===== src/pmp_pkg.sv =====
// Constants and types shared by the parallel port mode and timing block
package pmp_pkg;
   // ----------------------------------------
   // Register byte offsets
   // ----------------------------------------
   localparam logic [5:0] OFS_MODE = 6'h00;
   localparam logic [5:0] OFS_ADDR = 6'h04;
   localparam logic [5:0] OFS_DATA = 6'h08;
   localparam logic [5:0] OFS_CTRL = 6'h0C;
   localparam logic [5:0] OFS_OUTBUF = 6'h10;
   localparam logic [5:0] OFS_INBUF = 6'h20;
   // ----------------------------------------
   // Mode register fields, reset values, control bits and sizes
   // ----------------------------------------
   localparam int BUSY_BIT = 15;
   localparam int INTERRUPT_MODE_FIELD_LSB = 13;
   localparam int ADDRESS_STEP_MODE_LSB = 11;
   localparam int PMODE_LSB = 8;
   localparam int SETUP_LSB = 6;
   localparam int STROBE_LSB = 2;
   localparam int HOLD_LSB = 0;
   localparam logic [15:0] MODE_WMASK = 16'h7BFF;
   localparam logic [15:0] MODE_RST = 16'h0000;
   localparam logic [14:0] ADDR_RST = 15'h0000;
   localparam int CTRL_CS_BIT = 0;
   localparam int CTRL_RD_BIT = 1;
   localparam int FIFO_DEPTH = 32;
   localparam int DATA_W = 8;
   // ----------------------------------------
   // Encodings
   // ----------------------------------------
   localparam logic [1:0] IRQ_NONE = 2'h0;
   localparam logic [1:0] IRQ_CYCLE = 2'h1;
   localparam logic [1:0] IRQ_BUF3 = 2'h2;
   localparam logic [1:0] INC_NONE = 2'h0;
   localparam logic [1:0] INC_UP = 2'h1;
   localparam logic [1:0] INC_DOWN = 2'h2;
   localparam logic [1:0] INC_BUF = 2'h3;
   localparam logic [1:0] PM_LEGACY = 2'h0;
   localparam logic [1:0] PM_ENH = 2'h1;
   localparam logic [1:0] PM_MAS2 = 2'h2;
   localparam logic [1:0] PM_MAS1 = 2'h3;
   typedef enum logic [1:0] {
      ST_IDLE = 2'b00,
      ST_SETUP = 2'b01,
      ST_STROBE = 2'b10,
      ST_HOLD = 2'b11
   } mstate_t;
endpackage : pmp_pkg


===== src/pmp_port.sv =====
// Parallel port: data FIFO and mode, addressing and strobe timing engine
// Behaviour
// Mode bit 15 reads 1 while a master transfer runs, else 0.
// Interrupt mode 01 pulses the interrupt at each cycle end.
// Interrupt mode 10 fires on buffer 3 or address 11 slave accesses.
// Interrupt mode 00 gives none; software never programs 11.
// Step mode 01 adds one to address bits 10:2 and 14 per cycle.
// Step mode 10 subtracts one from address bits 10:2 and 14 per cycle.
// Step mode 11 in legacy slave advances buffer selection per access.
// Step mode 00 leaves the address unchanged.
// Address bit 14 used as chip select is never stepped.
// Port mode 11: master with direction line and enable strobe.
// Port mode 10: master with separate read and write strobes.
// Port mode 01: addressed slave, host picks buffer by two lines.
// Port mode 00: legacy slave, host strobes, no address lines.
// Setup lasts setup field plus one clocks.
// Strobe lasts strobe field plus one clocks.
// Strobe field 0: setup 1, hold 1 on write, 0 on read.
// Hold lasts hold field plus one clocks before next cycle.
// Busy sets at start, clears after setup, strobe and hold.
`timescale 1ns/1ns

module pmp_fifo #(
   parameter int WIDTH = 8,
   parameter int DEPTH = 32
) (
   input wire logic sys_clk,
   input wire logic arst_n,
   input wire logic in_valid,
   output logic in_ready,
   input wire logic [WIDTH-1:0] in_data,
   output logic out_valid,
   input wire logic out_ready,
   output logic [WIDTH-1:0] out_data
);
   localparam int AW = $clog2(DEPTH);
   typedef struct packed {
      logic [DEPTH-1:0][WIDTH-1:0] mem;
      logic [AW-1:0] wp;
      logic [AW-1:0] rp;
      logic [AW:0] cnt;
   } fifo_st_t;
   fifo_st_t st_r;
   fifo_st_t st_nxt;
   logic push;
   logic pop;

   assign in_ready = st_r.cnt != (AW+1)'(DEPTH);
   assign out_valid = st_r.cnt != '0;
   assign out_data = st_r.mem[st_r.rp];
   assign push = in_valid && in_ready;
   assign pop = out_valid && out_ready;

   always_comb begin
      st_nxt = st_r;
      if (push) begin
         st_nxt.mem[st_r.wp] = in_data;
         st_nxt.wp = (st_r.wp == AW'(DEPTH - 1)) ? '0 : st_r.wp + 1'b1;
      end
      if (pop) begin
         st_nxt.rp = (st_r.rp == AW'(DEPTH - 1)) ? '0 : st_r.rp + 1'b1;
      end
      st_nxt.cnt = st_r.cnt + (AW+1)'(push) - (AW+1)'(pop);
   end

   always_ff @(posedge sys_clk or negedge arst_n) begin
      if (!arst_n) begin
         st_r <= '0;
      end else begin
         st_r <= st_nxt;
      end
   end
endmodule : pmp_fifo

module pmp_port (
   input wire logic sys_clk,
   input wire logic arst_n,
   input wire logic [5:0] avs_address,
   input wire logic avs_read,
   input wire logic avs_write,
   input wire logic [31:0] avs_writedata,
   input wire logic [3:0] avs_byteenable,
   output logic [31:0] avs_readdata,
   output logic avs_waitrequest,
   output logic chip_select_out,
   output logic read_strobe,
   output logic write_strobe,
   output logic read_write_direction,
   output logic enable_strobe,
   output logic [14:0] port_address_lines,
   output logic [7:0] port_data_out,
   input wire logic [7:0] port_data_in,
   output logic port_data_oe,
   input wire logic host_read_strobe,
   input wire logic host_write_strobe,
   input wire logic host_chip_select,
   input wire logic [1:0] host_address,
   output logic port_irq
);
   typedef struct packed {
      logic [15:0] mode;
      logic [14:0] addr;
      logic cs_en;
      logic rd_req;
      logic [7:0] rdata;
      logic wait_q;
      logic [31:0] bus_rd;
      pmp_pkg::mstate_t state;
      logic [3:0] cnt;
      logic is_rd;
      logic busy;
      logic irq;
      logic cs;
      logic rds;
      logic wrs;
      logic rwdir;
      logic ens;
      logic [7:0] dout;
      logic doe;
      logic [3:0][7:0] out_buf, in_buf;
      logic [1:0] ridx, widx;
      logic hrd_q, hwr_q;
   } port_st_t;
   port_st_t st_r;
   port_st_t st_nxt;
   logic fin_ready;
   logic fout_valid;
   logic fout_ready;
   logic [7:0] fout_data;
   logic fpush;
   logic cfg_wr;

   // ----------------------------------------
   // Data FIFO between bus writes and master cycles
   // ----------------------------------------
   pmp_fifo #(
      .WIDTH(pmp_pkg::DATA_W),
      .DEPTH(pmp_pkg::FIFO_DEPTH)
   ) u_fifo (
      .sys_clk(sys_clk),
      .arst_n(arst_n),
      .in_valid(fpush),
      .in_ready(fin_ready),
      .in_data(avs_writedata[7:0]),
      .out_valid(fout_valid),
      .out_ready(fout_ready),
      .out_data(fout_data)
   );

   // Pop only when idle, no read queued and no mode or address write pending
   assign fout_ready = st_r.mode[pmp_pkg::PMODE_LSB+1] && st_r.state == pmp_pkg::ST_IDLE
      && !st_r.rd_req && !cfg_wr;
   assign fpush = avs_write && !st_r.wait_q && avs_address == pmp_pkg::OFS_DATA;
   // A cycle started under a landing mode write would mix old and new timing
   assign cfg_wr = avs_write
      && (avs_address == pmp_pkg::OFS_MODE || avs_address == pmp_pkg::OFS_ADDR);

   always_comb begin
      logic [1:0] interrupt_mode_field, address_step_mode, pmode;
      logic [3:0] wm;
      logic [15:0] wmask;
      logic ok, start, fin;
      logic [2:0] hold_len;
      logic [9:0] s10;
      logic cur_rd, cur_wr;
      logic [1:0] sidx_r, sidx_w;
      interrupt_mode_field = st_r.mode[pmp_pkg::INTERRUPT_MODE_FIELD_LSB +: 2];
      address_step_mode = st_r.mode[pmp_pkg::ADDRESS_STEP_MODE_LSB +: 2];
      pmode = st_r.mode[pmp_pkg::PMODE_LSB +: 2];
      wm = st_r.mode[pmp_pkg::STROBE_LSB +: 4];
      wmask = {{8{avs_byteenable[1]}}, {8{avs_byteenable[0]}}};
      ok = 1'b1;
      start = 1'b0;
      fin = 1'b0;
      hold_len = 3'h0;
      s10 = {st_r.addr[14], st_r.addr[10:2]};
      cur_rd = host_read_strobe && host_chip_select;
      cur_wr = host_write_strobe && host_chip_select;
      sidx_r = (pmode == pmp_pkg::PM_ENH) ? host_address :
         (address_step_mode == pmp_pkg::INC_BUF) ? st_r.ridx : 2'h0;
      sidx_w = (pmode == pmp_pkg::PM_ENH) ? host_address :
         (address_step_mode == pmp_pkg::INC_BUF) ? st_r.widx : 2'h0;
      st_nxt = st_r;
      st_nxt.irq = 1'b0;
      st_nxt.wait_q = 1'b1;

      // ----------------------------------------
      // Bus slave: one wait cycle, more while a write stalls, then answer
      // ----------------------------------------
      // Config writes stall while busy so timing never changes mid-cycle
      unique case (avs_address)
         pmp_pkg::OFS_MODE, pmp_pkg::OFS_ADDR: ok = !(avs_write && st_r.busy);
         pmp_pkg::OFS_DATA: ok = !avs_write || fin_ready;
         pmp_pkg::OFS_CTRL: ok = !(avs_write && st_r.rd_req);
         default: ok = 1'b1;
      endcase
      if ((avs_read || avs_write) && st_r.wait_q && ok) begin
         st_nxt.wait_q = 1'b0;
         st_nxt.bus_rd = 32'h0000_0000;
         if (avs_read) begin
            if (avs_address == pmp_pkg::OFS_MODE) begin
               st_nxt.bus_rd = {16'h0000, st_r.busy, st_r.mode[14:0]};
            end else if (avs_address == pmp_pkg::OFS_ADDR) begin
               st_nxt.bus_rd = {17'h00000, st_r.addr};
            end else if (avs_address == pmp_pkg::OFS_DATA) begin
               st_nxt.bus_rd = {24'h000000, st_r.rdata};
            end else if (avs_address == pmp_pkg::OFS_CTRL) begin
               st_nxt.bus_rd = {30'h00000000, st_r.rd_req, st_r.cs_en};
            end else if (avs_address[5:4] == 2'h1 && avs_address[1:0] == 2'h0) begin
               st_nxt.bus_rd = {24'h000000, st_r.out_buf[avs_address[3:2]]};
            end else if (avs_address[5:4] == 2'h2 && avs_address[1:0] == 2'h0) begin
               st_nxt.bus_rd = {24'h000000, st_r.in_buf[avs_address[3:2]]};
            end
         end
      end
      if (avs_write && !st_r.wait_q) begin
         if (avs_address == pmp_pkg::OFS_MODE) begin
            st_nxt.mode = (st_r.mode & ~(wmask & pmp_pkg::MODE_WMASK))
               | (avs_writedata[15:0] & wmask & pmp_pkg::MODE_WMASK);
         end else if (avs_address == pmp_pkg::OFS_ADDR) begin
            if (avs_byteenable[0]) st_nxt.addr[7:0] = avs_writedata[7:0];
            if (avs_byteenable[1]) st_nxt.addr[14:8] = avs_writedata[14:8];
         end else if (avs_address == pmp_pkg::OFS_CTRL && avs_byteenable[0]) begin
            st_nxt.cs_en = avs_writedata[pmp_pkg::CTRL_CS_BIT];
            st_nxt.rd_req = avs_writedata[pmp_pkg::CTRL_RD_BIT];
         end else if (avs_address[5:4] == 2'h1 && avs_address[1:0] == 2'h0
            && avs_byteenable[0]) begin
            st_nxt.out_buf[avs_address[3:2]] = avs_writedata[7:0];
         end
      end

      // ----------------------------------------
      // Master engine
      // ----------------------------------------
      unique case (st_r.state)
         pmp_pkg::ST_IDLE: begin
            if (pmode[1] && !cfg_wr && (st_r.rd_req || fout_valid)) begin
               start = 1'b1;
               st_nxt.is_rd = st_r.rd_req;
               st_nxt.rd_req = 1'b0;
               st_nxt.dout = fout_data;
               st_nxt.doe = !st_r.rd_req;
               st_nxt.rwdir = st_r.rd_req;
            end
         end
         pmp_pkg::ST_SETUP: begin
            if (st_r.cnt == 4'h0) begin
               st_nxt.state = pmp_pkg::ST_STROBE;
               st_nxt.cnt = wm;
               st_nxt.ens = pmode == pmp_pkg::PM_MAS1;
               st_nxt.rds = pmode == pmp_pkg::PM_MAS2 && st_r.is_rd;
               st_nxt.wrs = pmode == pmp_pkg::PM_MAS2 && !st_r.is_rd;
            end else begin
               st_nxt.cnt = st_r.cnt - 4'h1;
            end
         end
         pmp_pkg::ST_STROBE: begin
            if (st_r.cnt == 4'h0) begin
               st_nxt.ens = 1'b0;
               st_nxt.rds = 1'b0;
               st_nxt.wrs = 1'b0;
               if (st_r.is_rd) st_nxt.rdata = port_data_in;
               if (wm == 4'h0) begin
                  hold_len = st_r.is_rd ? 3'h0 : 3'h1;
               end else begin
                  hold_len = {1'b0, st_r.mode[pmp_pkg::HOLD_LSB +: 2]} + 3'h1;
               end
               if (hold_len == 3'h0) begin
                  fin = 1'b1;
               end else begin
                  st_nxt.state = pmp_pkg::ST_HOLD;
                  st_nxt.cnt = 4'(hold_len - 3'h1);
               end
            end else begin
               st_nxt.cnt = st_r.cnt - 4'h1;
            end
         end
         pmp_pkg::ST_HOLD: begin
            if (st_r.cnt == 4'h0) fin = 1'b1;
            else st_nxt.cnt = st_r.cnt - 4'h1;
         end
      endcase
      if (start) begin
         st_nxt.state = pmp_pkg::ST_SETUP;
         st_nxt.busy = 1'b1;
         st_nxt.cs = st_r.cs_en;
         // Zero strobe wait forces a single setup clock
         st_nxt.cnt = (wm == 4'h0) ? 4'h0 : {2'h0, st_r.mode[pmp_pkg::SETUP_LSB +: 2]};
      end
      if (fin) begin
         st_nxt.state = pmp_pkg::ST_IDLE;
         st_nxt.busy = 1'b0;
         st_nxt.cs = 1'b0;
         st_nxt.doe = 1'b0;
         st_nxt.irq = interrupt_mode_field == pmp_pkg::IRQ_CYCLE;
         if (address_step_mode == pmp_pkg::INC_UP) begin
            if (st_r.cs_en) st_nxt.addr[10:2] = st_r.addr[10:2] + 9'h001;
            else {st_nxt.addr[14], st_nxt.addr[10:2]} = s10 + 10'h001;
         end else if (address_step_mode == pmp_pkg::INC_DOWN) begin
            if (st_r.cs_en) st_nxt.addr[10:2] = st_r.addr[10:2] - 9'h001;
            else {st_nxt.addr[14], st_nxt.addr[10:2]} = s10 - 10'h001;
         end
      end

      // ----------------------------------------
      // Slave modes: host owns the strobes
      // ----------------------------------------
      st_nxt.hrd_q = cur_rd;
      st_nxt.hwr_q = cur_wr;
      if (!pmode[1]) begin
         // Bus driven only while the host reads, a clock late
         st_nxt.doe = cur_rd;
         st_nxt.dout = st_r.out_buf[sidx_r];
         if (st_r.hwr_q && !cur_wr) begin
            st_nxt.in_buf[sidx_w] = port_data_in;
         end
         if ((st_r.hrd_q && !cur_rd) || (st_r.hwr_q && !cur_wr)) begin
            if (interrupt_mode_field == pmp_pkg::IRQ_CYCLE) begin
               st_nxt.irq = 1'b1;
            end else if (interrupt_mode_field == pmp_pkg::IRQ_BUF3) begin
               st_nxt.irq = ((st_r.hrd_q && !cur_rd) ? sidx_r : sidx_w) == 2'h3
                  && (pmode == pmp_pkg::PM_ENH || address_step_mode == pmp_pkg::INC_BUF);
            end
         end
         if (pmode == pmp_pkg::PM_LEGACY && address_step_mode == pmp_pkg::INC_BUF) begin
            if (st_r.hrd_q && !cur_rd) st_nxt.ridx = st_r.ridx + 2'h1;
            if (st_r.hwr_q && !cur_wr) st_nxt.widx = st_r.widx + 2'h1;
         end
      end
   end

   always_ff @(posedge sys_clk or negedge arst_n) begin
      if (!arst_n) begin
         st_r <= '0;
         st_r.mode <= pmp_pkg::MODE_RST;
         st_r.addr <= pmp_pkg::ADDR_RST;
         st_r.wait_q <= 1'b1;
      end else begin
         st_r <= st_nxt;
      end
   end

   assign avs_readdata = st_r.bus_rd;
   assign avs_waitrequest = st_r.wait_q;
   assign chip_select_out = st_r.cs;
   assign read_strobe = st_r.rds;
   assign write_strobe = st_r.wrs;
   assign read_write_direction = st_r.rwdir;
   assign enable_strobe = st_r.ens;
   assign port_address_lines = st_r.addr;
   assign port_data_out = st_r.dout;
   assign port_data_oe = st_r.doe;
   assign port_irq = st_r.irq;

   // ----------------------------------------
   // Checks
   // ----------------------------------------
   logic [4:0] phase_cnt;
   always_ff @(posedge sys_clk or negedge arst_n) begin
      if (!arst_n) phase_cnt <= 5'h01;
      else if (st_nxt.state != st_r.state) phase_cnt <= 5'h01;
      else if (phase_cnt != 5'h1F) phase_cnt <= phase_cnt + 5'h01;
   end
endmodule : pmp_port


===== config.mk =====
export PLATFORM = sky130hd
export DESIGN_NAME = pmp_port
export DESIGN_NICKNAME = d
export VERILOG_FILES = /design/src/pmp_pkg.sv /design/src/pmp_port.sv
export SDC_FILE = /design/constraint.sdc
export NUM_CORES = 1
export LEC_CHECK = 0
export ABC_CLOCK_PERIOD_IN_PS = 3200
export BUFFER_PORTS_ARGS = -buffer_cell sky130_fd_sc_hd__buf_2
export CORE_ASPECT_RATIO = 0.6
export CORE_UTILIZATION = 62
export DETAILED_ROUTE_END_ITERATION = 6
export GPL_ROUTABILITY_DRIVEN = 0
export PLACE_DENSITY = 0.81
export REMOVE_ABC_BUFFERS = 1
export SETUP_SLACK_MARGIN = 0.3
export SLEW_MARGIN = 10
export SYNTH_ARGS = -nofsm -noshare
export SYNTH_HDL_FRONTEND = slang
export SYNTH_SLANG_ARGS = --single-unit

===== constraint.sdc =====
create_clock -name sys_clk -period 3.2 [get_ports sys_clk]
set_input_delay 0.16 -clock sys_clk [delete_from_list [all_inputs] [get_ports sys_clk]]
set_output_delay 0.16 -clock sys_clk [all_outputs]
set_load 0.005 [all_outputs]

Yosys cells after proc, flatten, opt, wreduce, memory -nomap -nowiden
Index checks and enable logic that the tools add are counted.
{ "op_classes": {"n_reduce_logical": 72, "magnitude_cmp": 8, "eq_ne": 31, "n_mux": 90, "add_sub_neg": 13, "bitwise": 8} }
{ "op_table": {"columns": ["operator", "n"], "rows": [
  ["$bwmux 256", 1],
  ["$mux 8", 12],
  ["$mux 9", 8],
  ["$bwmux 32", 2],
  ["$bmux 8 s2", 3],
  ["$bmux 8 s5", 1],
  ["$demux 8 s5", 1],
  ["$mux 17", 2],
  ["$mux 33", 1],
  ["$demux 8 s2", 2],
  ["$mux 16", 2],
  ["$mux 15", 2],
  ["$logic_and 1x1->1", 29],
  ["$mux 2", 13],
  ["$mux 1", 22],
  ["$eq 2x2->1 const B", 9],
  ["$and 16x16->16", 1],
  ["$ne 4x4->1 const B", 4],
  ["$not 15->16", 1],
  ["$or 16x15->16", 1],
  ["$reduce_and 4->1", 4],
  ["$and 15x15->15", 1],
  ["$reduce_and 3->1", 5],
  ["$eq 6x4->1 const B", 2],
  ["45 further kinds", 93]
]} }
{ "word_totals": {"inputBits": 59, "output_inout_bits": 63, "elab_cells": 289, "regBits": 438} }

Longest topological paths before layout
{ "logic_depth": {"word_depth": 14, "depth_mapped": 15, "mapped_depth_nobuf": 13} }

By module
Synthesis repeated with hierarchy kept, for this count alone.
{ "unflattened": {"cells_unflattened": 1588, "area_unflattened_um2": 20947.6} }
{ "by_module_without_submodules": {"columns": ["mod", "instances", "area_each_um2", "seq_area_each_um2", "cells_each"], "rows": [
  ["pmp_fifo", 1, 12647.1, 6806.5, 826],
  ["pmp_port", 1, 8300.5, 3704.8, 762]
]} }

Worst setup path before layout
No wires, ideal clock.
{ "synth_timing": {"kind": "input port to flip-flop", "start": "in avs_address[4]", "end": "reg u_fifo.st_r[4] (netlist name)", "slack_ps": 159, "required_time_ps": 3120, "arrival_ps": 2961, "path_stages": 15, "setup_time_ps": 80, "n_path_buf": 3, "cell_sequence": "buf_2 > or4_4 > buf_2 > o31ai_1 > or4b_2 > buf_2 > inv_1 > ha_1 > inv_1 > ha_1 > fa_1 > a21oi_1 > nor2_1 > nor2_1 > xnor2_1"} }
{ "synth_rtl": {"columns": ["item", "line_no", "text"], "rows": [
  ["start, declared", "pmp_port.sv:78", "input wire logic [5:0] avs_address,"],
  ["end signal, assigned", "pmp_port.sv:70", "st_r <= st_nxt;"],
  ["end, declared", "pmp_port.sv:43", "fifo_st_t st_r;"]
]} }

==> results.md <==
* Post-synthesis xor/xnor area fraction at less than 1%
* Critical path type: reg2reg
* CTS tree: done
* Critical Path AT at approximately 3.3 ns
* Area delta synth->final at 9.63%
* Synth Area in Adders at 1.64%
* Fin nets at 1701
* Fin. Hold Viols at 0
* Initial antenna violation count at 2
* Synthesized area at 0.0210 mm²
* Die H at 145 µm
* Mean Syn Cell Area at 13.2 µm²
* Share of cells above drive strength 1 at between 40% and 50%
* Skew final at 0.0205 ns
* Sink Count at 420
* Worst EP required at roughly 3.7 ns
* Clock-pin transition on the worst setup and hold timing paths at 0.07 ns
* Clock network latency to the later pin of the worst-skew pair at roughly 0.56 ns
* WL per Instance at 25.4 µm
* Vias in the first global route at 13919
* Area of the multi-input gates at between 0.009 and 0.01 mm²
* Hold WS at ~0.13 ns
* Fin crit share at 88.8%
* Achievable Freq at 0.352 GHz
* Most frequent cell on the critical path: ha_1
* Top-area cell type share of the netlist area at 49.9%
* Crit path largest cell delay at 0.58 ns
* Setup TNS at 0 ns
* Grt ovf at 0
* Tot Pwr at 13.5 mW
* Filler instances at 2200
* CP Launch Type: register
* Async set-or-reset flop fraction in the synthesized netlist at 100%
* Antenna Violating Nets Remaining at 0
* Routed wire length at 53200 µm
* Tightest Pin Transition at 0.883 ns
* Seq/Total Area, Yosys at 50.0%
* EDFF count, synth at 0
* Relative slew slack at 41.1%
* Mux cell area share after synthesis at roughly 29%
* Core footprint at 0.0329 mm²
* Final setup viols at 0
* Most frequent cells in the layout: dfrtp_1 (418), mux2_2 (362), buf_2 (85)
* First-pass DRT Iterations at 5
* CP max FO at 6
* Pwr Density at 584 mW/mm²
* Layout Utilization at roughly 70%
* Tightest Hold Check Type: in2reg
* Largest net degree at the start of global routing at 93
* Post-synth top flop: dfrtp_1
* Most common cell after layout, fill and taps aside: dfrtp_1
* Synth Area in Simple Gates at 6.85%
* Initial core utilization at 64.0%
* Largest family of logic cells by synthesized area: multiplexers
* DR iter-0 viols at between 1000 and 1500
* #FFs+latches synth at 420
* Final worst path period need at 2.84 ns
* Total number of vias at approximately 14000
* Synth cell types at 71
* Tot GR Track Use at 32.1%
* DR vias/cell at 6.56
* Post-Syn Instances at 1593
* Synth warn at 0
* Crit-path cells: or4_4, mux2_2, ha_1, ha_1, a21o_1, a21oi_1, nor2_1, a311o_1, o21ai_0
* Max-Cap Viols at 0
* Max IR drop VDD at 0.450 mV
* I/O Pins at between 100 and 150
* Die Area at roughly 0.035 mm²
* Number of CTS-inserted buffers at 38
* Slew Limit Fails at 0
* Number of remaining DRC errors at 0
* Root Driver: clkbuf_16
* Crit. End Element: register
* Top cells by area, synth: dfrtp_1 (50%), mux2_2 (19%), mux4_2 (8.6%), buf_4 (2.7%), ha_1 (1.5%)
* Number of H-tree levels at 2
* Pleak at 11.0 nW
* Slowest cell on crit path: or4_4
* Port-buffer cells at 86
* Die Width at approximately 240 µm
* RSZ-0062 raised after global routing: false
* First-pass GRT wire length at between 80000 and 90000 µm
* DP HPWL at about 35000 µm
* Clk buf depth at 3
* Yosys top cell by area: dfrtp_1
* Sequential Area at 0.0105 mm²
* Post-synthesis compound-gate area fraction at 6.17%
* Status: finished, final reports clean
* # rows at between 50 and 60
[through the flow]
| stage | setup WS [ns] | instances | area (µm²) |
|---|---|---|---|
| 2_1_floorplan | -0.771 | 1420 | 20000 |
| 3_3_place_gp | 0.312 | 1998 | 21400 |
| 3_5_place_dp | 0.177 | 1998 | 21400 |
| 4_1_cts | 0.307 | 2090 | 23000 |
| 5_1_grt | 0.287 | 2095 | 23000 |
| 6_report | 0.357 | 2096 | 23000 |
[synthesized netlist by cell type, types with 15 or more instances]
cell type / instances
clkbuf_1: 67
nand2_1: 65
buf_2: 30
a21oi_1: 23
nor2_1: 54
buf_4: 75
nand3b_1: 15
ha_1: 26
nand2b_1: 15
mux2i_1: 17
a22o_1: 25
o21ai_0: 35
and3_1: 35
mux2_2: 362
inv_1: 31
mux4_2: 80
dfrtp_1: 419
nand3_1: 16
[critical path: cells and delay by family, from the launching register on]
family                   cells  cell delay [ns]
flip-flops                   1             0.44
AND/OR/NAND/NOR              2             0.64
multiplexers                 1             0.34
adder cells (fa/ha/maj)      2             0.44
AO/OA/AOI/OAI                4             0.92
[logic make-up (layout without fill, tap and decap cells)]
family,Yosys count,in the layout
buffers and inverters,219,256
AO/OA/AOI/OAI,180,180
flip-flops,420,420
XOR/XNOR,22,22
adder cells (fa/ha/maj),27,27
AND/OR/NAND/NOR,263,263
other,1,17
multiplexers,461,461
[layout make-up]
type,count,share of cell area [%]
inverter,31,0.505
clock inverter,19,0.858
sequential,420,45.6
multi-input combinational,969,41.1
tap,450,2.44
timing repair buffer,155,4.71
antenna,1,0.0109
clock buffer,51,4.77
[metal layers]
layer | vias to the layer above | track usage [%] | part of all wire (%)
li1 | 5808 | - | -
met1 | 7246 | 47.8 | 44
met2 | 597 | 46.2 | 44
met3 | 88 | 9.77 | 10
met4 | 2 | 7.12 | 1.7
met5 | - | 0 | 0.024
[repair_timing]
item | CTS | global route
endpoints found under the hold margin | 139 | 0
setup endpoints to repair | 2 | 19
hold buffers | 21 | 0
pin swaps | 0 | 3
setup buffers | 1 | 5
resized for setup | 5 | 10
[report_power, final]
part	switching [mW]	internal (mW)	total, mW	leakage, nW
combinational	1.43	1.18	2.60	4.69
sequential	0.411	5.67	6.08	5.67
clock	2.09	2.68	4.77	0.646
total	3.92	9.53	13.5	11.0
[flip-flops by register name (all words and copies together), names as in the netlist, named ones only]
signal / cells
port_data_out: 8
avs_readdata: 16
port_irq: 1
read_strobe: 1
u_fifo.st_r: 272
read_write_direction: 1
st_r: 87
port_data_oe: 1
avs_waitrequest: 1
enable_strobe: 1
write_strobe: 1
chip_select_out: 1
port_address_lines: 15
[path summary, 6_finish.rpt]
kind / from / depth (start not counted) / to / slack (ns)
hold / removal: avs_write / 3 / avs_waitrequest / 0.13
setup / recovery: register / 9 / st_r[87] / 0.36
max in group asynchronous: arst_n / 3 / u_fifo.st_r[166] / 1.97
setup reg to reg: register / 9 / st_r[87] / 0.36
hold reg to reg: avs_readdata[8] / 2 / avs_readdata[8] / 0.48
min in group asynchronous: arst_n / 2 / st_r[7] / 0.26
(Power assumes the default switching activity.)
